### config.mk
export PLATFORM = sky130hd
export DESIGN_NAME = cwl_ctrl
export DESIGN_NICKNAME = d
export VERILOG_FILES = /design/src/logic/cwl_pkg.sv /design/src/logic/cwl_ctrl.sv
export VERILOG_INCLUDE_DIRS = /design/src /design/src/logic
export SDC_FILE = /design/constraint.sdc
export NUM_CORES = 1
export LEC_CHECK = 0
export BUFFER_PORTS_ARGS = -buffer_cell sky130_fd_sc_hd__clkbuf_2
export CAP_MARGIN = 25
export CORE_MARGIN = 5
export CORE_UTILIZATION = 30
export CTS_CLUSTER_SIZE = 14
export DETAILED_ROUTE_END_ITERATION = 16
export HOLD_SLACK_MARGIN = 0.08
export SETUP_SLACK_MARGIN = 0.15
export SYNTH_ARGS = -nofsm -noshare
export SYNTH_HDL_FRONTEND = slang
export SYNTH_SLANG_ARGS = --single-unit
### constraint.sdc
create_clock -name clk -period 12.15 [get_ports clk]
set_clock_uncertainty 0.15 [all_clocks]
set_input_delay 2.43 -clock clk [delete_from_list [all_inputs] [get_ports clk]]
set_output_delay 2.43 -clock clk [all_outputs]
set_load 0.05 [all_outputs]
### src/logic/cwl_regs.svh
// register selects, field positions and decode constants for cwl_ctrl
`ifndef CWL_REGS_SVH
`define CWL_REGS_SVH
`define CWL_PRIMARY_LOCK      4'h9
`define CWL_PRIMARY_MAINT     4'h7
`define CWL_SEL_LOCK          4'h0
`define CWL_SEL_REGION        4'h1
`define CWL_SEL_PREFETCH      4'hd
`define CWL_OPC_DATA          3'h0
`define CWL_OPC_INSTR         3'h1
`define CWL_OPC_PREFETCH      3'h1
`define CWL_LOCK_RESET        4'h0
`define CWL_LOCK_ONES         12'hfff
`define CWL_LOCK_ZERO_HI      16'h0000
`define CWL_BASE_LSB          12
`define CWL_SIZE_LSB          2
`define CWL_ENABLE_BIT        0
`define CWL_SIZE_ABSENT       4'h0
`define CWL_SIZE_MIN          4'h3
`define CWL_SIZE_MAX          4'hb
`define CWL_SIZE_SHIFT        5'h09
`define CWL_FALLBACK_WAY      2'h3
`endif

### src/logic/cwl_pkg.sv
// shared types for the way lock and local memory region block
package cwl_pkg;
    typedef logic [3:0]  cwl_lock_type;
    typedef logic [19:0] cwl_base_type;
    typedef logic [3:0]  cwl_size_type;
    typedef logic [1:0]  cwl_way_type;
    typedef logic [31:0] cwl_word_type;
endpackage

### src/logic/cwl_ctrl.sv
// way lock and local memory region control registers
//
// Functional notes
// - all way-lock bits clear at reset
// - bit n locks way n from allocation
// - opcode 0 data lock, 1 instruction lock
// - all ways locked sends linefill to way 3
// - instruction prefetch-line op via select 13
// - clearing a lock bit unlocks from the cycle after the write
// - one instruction and one data region
// - base address in bits 31 to 12
// - size field mirrors size pins, not writes
// - size codes 3..11 valid, others none
// - enable bit 0; data enable clears at reset
// - instruction enable follows boot pin at reset
// - disabled region is never accessed
// - instruction memory also serves data accesses
// - fetch in data region goes to main memory
`timescale 1ns/100ps
`include "cwl_regs.svh"
module cwl_ctrl
(
    input  wire logic         clk,
    input  wire logic         rst,
    input  wire logic         cp_valid,
    input  wire logic         cp_write,
    input  wire logic [3:0]   cp_primary_reg,
    input  wire logic [3:0]   secondary_register_select,
    input  wire logic [2:0]   cp_opcode2,
    input  wire logic [31:0]  cp_wdata,
    output logic              cp_rvalid_reg,
    output logic [31:0]       cp_rdata_reg,
    input  wire logic [3:0]   instr_region_size_pins,
    input  wire logic [3:0]   data_region_size_pins,
    input  wire logic         boot_from_local_mem_pin,
    input  wire logic         d_fill_req,
    input  wire logic [1:0]   d_repl_way,
    output logic              d_fill_valid_reg,
    output logic [1:0]        d_fill_way_reg,
    input  wire logic         i_fill_req,
    input  wire logic [1:0]   i_repl_way,
    output logic              i_fill_valid_reg,
    output logic [1:0]        i_fill_way_reg,
    output logic              prefetch_req_reg,
    output logic [31:0]       prefetch_addr_reg,
    output logic [3:0]        prefetch_lock_reg,
    input  wire logic         fetch_valid,
    input  wire logic [31:0]  fetch_addr,
    input  wire logic         data_valid,
    input  wire logic [31:0]  data_addr,
    output logic              fetch_instr_mem_reg,
    output logic              fetch_main_mem_reg,
    output logic              data_instr_mem_reg,
    output logic              data_data_mem_reg,
    output logic              data_main_mem_reg
);
    cwl_pkg::cwl_lock_type dlock_reg, dlock_next, ilock_reg, ilock_next;
    cwl_pkg::cwl_base_type dbase_reg, dbase_next, ibase_reg, ibase_next;
    logic                  den_reg, den_next, ien_reg, ien_next;
    cwl_pkg::cwl_size_type isz_s1_reg, isz_reg, dsz_s1_reg, dsz_reg;
    logic                  boot_s1_reg, boot_reg;
    logic                  rvalid_next, pf_req_next;
    cwl_pkg::cwl_word_type rdata_next, pf_addr_next;
    cwl_pkg::cwl_lock_type pf_lock_next;
    logic                  dfv_next, ifv_next;
    cwl_pkg::cwl_way_type  dfw_next, ifw_next;
    logic                  fim_next, fmm_next, dim_next, ddm_next, dmm_next;
    logic                  lock_acc, reg_acc, pf_acc, i_hit_f, d_hit_f;
    logic                  i_hit_d, d_hit_d;

    // victim way under a lock mask
    function automatic cwl_pkg::cwl_way_type pick_way(
        input cwl_pkg::cwl_lock_type lock,
        input cwl_pkg::cwl_way_type  prop);
        cwl_pkg::cwl_way_type w;
        w = `CWL_FALLBACK_WAY;
        if (!lock[prop])
        begin
            w = prop;
        end
        else
        begin
            for (int k = 3; k >= 0; k--)
            begin
                if (!lock[k])
                begin
                    w = 2'(k);
                end
            end
        end
        return w;
    endfunction

    // address lies in an enabled, sized region
    function automatic logic region_hit(
        input logic [31:0]           addr,
        input cwl_pkg::cwl_base_type base,
        input cwl_pkg::cwl_size_type size,
        input logic                  en);
        logic [32:0] diff;
        logic [32:0] span;
        diff = {1'b0, addr} - {1'b0, base, 12'h000};
        span = 33'h1 << ({1'b0, size} + `CWL_SIZE_SHIFT);
        return en && size >= `CWL_SIZE_MIN && size <= `CWL_SIZE_MAX
            && !diff[32] && diff < span;
    endfunction

    // size and boot pins cross in through two flops
    always_ff @(posedge clk)
    begin
        isz_s1_reg  <= instr_region_size_pins;
        isz_reg     <= isz_s1_reg;
        dsz_s1_reg  <= data_region_size_pins;
        dsz_reg     <= dsz_s1_reg;
        boot_s1_reg <= boot_from_local_mem_pin;
        boot_reg    <= boot_s1_reg;
    end

    // register transfers, fills and region decode
    always_comb
    begin
        lock_acc = cp_valid && cp_primary_reg == `CWL_PRIMARY_LOCK
            && secondary_register_select == `CWL_SEL_LOCK;
        reg_acc = cp_valid && cp_primary_reg == `CWL_PRIMARY_LOCK
            && secondary_register_select == `CWL_SEL_REGION;
        pf_acc = cp_valid && cp_write
            && cp_primary_reg == `CWL_PRIMARY_MAINT
            && secondary_register_select == `CWL_SEL_PREFETCH
            && cp_opcode2 == `CWL_OPC_PREFETCH;
        dlock_next = dlock_reg;
        ilock_next = ilock_reg;
        dbase_next = dbase_reg;
        ibase_next = ibase_reg;
        den_next = den_reg;
        ien_next = ien_reg;
        if (cp_write && lock_acc && cp_opcode2 == `CWL_OPC_DATA)
        begin
            dlock_next = cp_wdata[3:0];
        end
        if (cp_write && lock_acc && cp_opcode2 == `CWL_OPC_INSTR)
        begin
            ilock_next = cp_wdata[3:0];
        end
        if (cp_write && reg_acc && cp_opcode2 == `CWL_OPC_DATA)
        begin
            dbase_next = cp_wdata[31:`CWL_BASE_LSB];
            den_next = cp_wdata[`CWL_ENABLE_BIT];
        end
        if (cp_write && reg_acc && cp_opcode2 == `CWL_OPC_INSTR)
        begin
            ibase_next = cp_wdata[31:`CWL_BASE_LSB];
            ien_next = cp_wdata[`CWL_ENABLE_BIT];
        end
        if (rst)
        begin
            dlock_next = `CWL_LOCK_RESET;
            ilock_next = `CWL_LOCK_RESET;
            dbase_next = '0;
            ibase_next = '0;
            den_next = 1'b0;
            ien_next = boot_reg;
        end
        rvalid_next = cp_valid && !cp_write && !rst;
        rdata_next = '0;
        if (lock_acc && cp_opcode2 == `CWL_OPC_DATA)
        begin
            rdata_next = {`CWL_LOCK_ZERO_HI, `CWL_LOCK_ONES, dlock_reg};
        end
        else if (lock_acc && cp_opcode2 == `CWL_OPC_INSTR)
        begin
            rdata_next = {`CWL_LOCK_ZERO_HI, `CWL_LOCK_ONES, ilock_reg};
        end
        else if (reg_acc && cp_opcode2 == `CWL_OPC_DATA)
        begin
            rdata_next = {dbase_reg, 6'h00, dsz_reg, 1'b0, den_reg};
        end
        else if (reg_acc && cp_opcode2 == `CWL_OPC_INSTR)
        begin
            rdata_next = {ibase_reg, 6'h00, isz_reg, 1'b0, ien_reg};
        end
        pf_req_next = pf_acc && !rst;
        pf_addr_next = pf_acc ? cp_wdata : prefetch_addr_reg;
        pf_lock_next = pf_acc ? ilock_reg : prefetch_lock_reg;
        dfv_next = d_fill_req && !rst;
        ifv_next = i_fill_req && !rst;
        dfw_next = pick_way(dlock_reg, d_repl_way);
        ifw_next = pick_way(ilock_reg, i_repl_way);
        i_hit_f = region_hit(fetch_addr, ibase_reg, isz_reg, ien_reg);
        d_hit_f = region_hit(fetch_addr, dbase_reg, dsz_reg, den_reg);
        i_hit_d = region_hit(data_addr, ibase_reg, isz_reg, ien_reg);
        d_hit_d = region_hit(data_addr, dbase_reg, dsz_reg, den_reg);
        fim_next = fetch_valid && i_hit_f && !rst;
        fmm_next = fetch_valid && !i_hit_f && !rst;
        ddm_next = data_valid && d_hit_d && !rst;
        dim_next = data_valid && i_hit_d && !d_hit_d && !rst;
        dmm_next = data_valid && !i_hit_d && !d_hit_d && !rst;
        if (d_hit_f)
        begin
            fim_next = 1'b0;
            fmm_next = fetch_valid && !rst;
        end
        if (rst)
        begin
            rdata_next = '0;
            pf_addr_next = '0;
            pf_lock_next = '0;
            dfw_next = '0;
            ifw_next = '0;
        end
    end

    always_ff @(posedge clk)
    begin
        dlock_reg           <= dlock_next;
        ilock_reg           <= ilock_next;
        dbase_reg           <= dbase_next;
        ibase_reg           <= ibase_next;
        den_reg             <= den_next;
        ien_reg             <= ien_next;
        cp_rvalid_reg       <= rvalid_next;
        cp_rdata_reg        <= rdata_next;
        prefetch_req_reg    <= pf_req_next;
        prefetch_addr_reg   <= pf_addr_next;
        prefetch_lock_reg   <= pf_lock_next;
        d_fill_valid_reg    <= dfv_next;
        d_fill_way_reg      <= dfw_next;
        i_fill_valid_reg    <= ifv_next;
        i_fill_way_reg      <= ifw_next;
        fetch_instr_mem_reg <= fim_next;
        fetch_main_mem_reg  <= fmm_next;
        data_instr_mem_reg  <= dim_next;
        data_data_mem_reg   <= ddm_next;
        data_main_mem_reg   <= dmm_next;
    end
endmodule

==> metrics.txt <==
number of sinks handled by clock tree synthesis=144; starting density of the core=30.12%; Worst-Margin Slew=around 0.97 ns; DR pass1 iterations=5; overall die area=0.04255 mm^2; crit path buf inv count=2; Yosys warnings=0; post-synthesis cell type with the largest combined area=sky130_fd_sc_hd__dfxtp_1; area of the core region=0.03838 mm^2; final net count=between 2k and 2.5k; status=complete, no violations; cell count of the worst hold path=0; time the worst path needs with I/O delays and setup=about 7 ns; required time worst endpoint=between 10 and 15 ns; startpoint kind of the worst setup timing path=input port; primary flip-flop cell chosen by synthesis mapping=sky130_fd_sc_hd__dfxtp_1; Total Routed Length=36340 um; top cell family by delay on the critical path=compound AO/OA/AOI/OAI gates; RSZ-0062 raised after global routing=false; # Max-Cap Violations=0; DP Wirelength=30610 um; register cell area after layout=0.002893 mm^2; Post-Synthesis Cell Area=0.01156 mm^2; final count of negative-setup-slack endpoints=0; Crit path arrival time=7.37 ns; number of distinct library cell variants in the gate-level netlist after synthesis=78; Chip Height=around 210 um; worst relative slew slack=34.83%; CTS-repair resized insts=0; synthesized area divided by synthesized cell count=8.010 um^2; synthesized flop and latch total=144; count of flip-flops with a built-in enable after synthesis=1; Worst Hold Class=reg -> reg; Placed Cells=~2.2k; WL/cell=16.44 um; DRC violations left=0; number of global-route vias before repair=10.67k; Worst path max stage delay=0.66 ns; slowest cell on the critical path=sky130_fd_sc_hd__a2111oi_0; initial antenna violation count=0; most prevalent standard cell on the critical path=sky130_fd_sc_hd__a21oi_1; DRT antenna net count=0; part of the cycle the worst path needs=about 59%; fraction of final layout cells sized beyond drive strength 1=16.32%; DRT iter0 DRCs=~460; Final Max Tran Viols=0; Peak Freq=0.1396 GHz; worst vdd ir=0.00007266 V; filler cell count=4083; leakage component of the power=5.820 nW; worst setup path class=in -> reg; commonest cells after routing, fill and taps aside=235 x sky130_fd_sc_hd__nand2_1, 205 x sky130_fd_sc_hd__clkbuf_2, 204 x sky130_fd_sc_hd__ha_1; power per unit of standard cell area=91.87 mW/mm^2; total gr overflow=0; FFs w/ async S/R, synth=0%; Worst Hold Margin=between 0.15 and 0.2 ns; Die Width=slightly above 200 um; non-filler instance count after layout=2210; combined area of the multi-input logic cells=0.008413 mm^2; number of primary I/O pins=around 210; global-route wire length before repair=56420 um; cell depth of the worst setup path=21; endpoint type of the worst setup path=flop; clock transition time at the flip-flop clock pins of the worst setup and hold paths=0.06 ns; deepest level of the CTS H-tree=4; overall fraction of global-route tracks in use=16.75%; worst-case reg-to-reg path depth=19; Crit Path Max Fanout=3; flip-flop count of the largest register, all copies and words added=32; worst skew pair latency=0.42 ns; final hold violations=0; vias per cell=4.929; post-CTS setup buffer count=0; area share of the leading cell type in the synthesized netlist=24.77%; top area cells in the synthesized netlist=sky130_fd_sc_hd__dfxtp_1 25%, sky130_fd_sc_hd__ha_1 22%, sky130_fd_sc_hd__nand2_1 7.6%, sky130_fd_sc_hd__a21oi_1 7.5%, sky130_fd_sc_hd__xnor2_1 3.3%; pin count of the biggest net entering global routing=72; most common cell after layout, fill and taps aside=sky130_fd_sc_hd__nand2_1; total clock buffers created by CTS=17; IO buf count=206; sum of internal, switching and leakage power=1.271 mW; CTS Hold Buffers Added=0; vias after detailed routing=10.89k; cell breakdown of the critical path=clkbuf_2 -> inv_1 -> ha_1 -> fa_1 -> nor2b_1 -> o31ai_2 -> a21oi_1 -> o2111ai_1 -> a211oi_1 -> or3_1 -> a21oi_1 -> xnor2_1 -> ha_1 -> a21oi_1 -> nor2b_1 -> a2111oi_0 -> o21ai_0 -> nand4_1 -> nand2_1 -> o2111ai_1 -> and3b_1; portion of the post-synthesis area used by sequential elements=between 20% and 30%; root buf cell=sky130_fd_sc_hd__clkbuf_16; setup_tns=0 ns; std cell rows=72; Clock Tree Buf Depth=2; number of instances in the synthesized netlist=1443; TritonCTS clock tree=done; area added between synthesis and finish=19.66%; gpl congestion=0.9196
-- power by group --
group          total [mW]  internal (mW)  switching (mW)
Clock               0.490          0.267           0.223
Combinational       0.298          0.126           0.171
Sequential          0.483          0.478         0.00524
Total                1.27          0.871           0.400
-- per-layer routing --
metal	share of wire (%)	up-vias	global-route usage [%]	routed length (um)
met5	0	-	0	0
li1	-	5553	-	-
met2	47	250	28.42	16920
met3	4.3	32	2.636	1557
met1	47	5057	22.17	17230
met4	1.7	0	4.420	634
-- worst register-to-register path: cells and delay by family, from the launching register on --
family                     cells  cell delay [ns]
DFF                            1             0.33
buffers and inverters          1             0.10
and+or+nand+nor                6             1.15
adders and majority gates      2             0.60
xor gates and xnor gates       1             0.14
AOI/OAI and AO/OA              9             2.81
-- per-stage QoR --
stage,area (um^2),setup WS [ns],util (%)
after floorplan,11780,5.676,-
after global routing,13830,4.560,36.03
after CTS,13830,4.961,36.03
final,13830,4.987,36.04
after detailed placement,13280,4.528,34.60
after global placement,13280,4.622,34.60
-- Yosys cell counts, drive strengths merged, types with 5 or more instances --
cell	n
or2	6
nor4	9
buf	10
mux2	10
a21oi	175
nor3	18
or3	9
a211oi	15
o31ai	5
o21ai	52
ha	204
nor2b	30
a21o	35
nor2	92
nand2	235
dfxtp	143
nand4	18
xnor2	44
nand2b	11
a2111oi	5
o21bai	7
clkbuf	43
inv	70
o21a	24
mux2i	21
xor2	15
a22oi	5
o2111ai	8
a211o	7
nand3	41
and3	8
a41oi	6
a21boi	5
-- worst paths after layout --
path                                   from                    endpoint  slack [ns]
setup reg to reg  dbase_reg[2]$_SDFFE_PP0P_  fetch_main_mem_reg$_DFF_P_        6.80
setup / recovery             fetch_addr[12]  fetch_main_mem_reg$_DFF_P_        4.99
hold reg to reg       dsz_s1_reg[1]$_DFF_P_          dsz_reg[1]$_DFF_P_        0.18
hold / removal        dsz_s1_reg[1]$_DFF_P_          dsz_reg[1]$_DFF_P_        0.18
-- kinds of logic after synthesis --
group	share of synthesized area [%]
flip-flops	25.03
XOR/XNOR	4.471
AND/OR/NAND/NOR	19.89
other	0.03244
multiplexers	2.793
AO/OA/AOI/OAI	20.64
adder cells (fa/ha/maj)	22.95
buffers and inverters	4.200
-- layout make-up --
cell class,count,share of cell area (%)
inverter,70,1.900
sequential,144,20.92
timing repair buffer,210,7.690
tap,518,4.686
clock inverter,15,0.8866
multi-input combinational,1235,60.83
clock buffer,17,3.076
antenna,1,0.01809
Note: power is estimated with default switching activity, not from simulation.
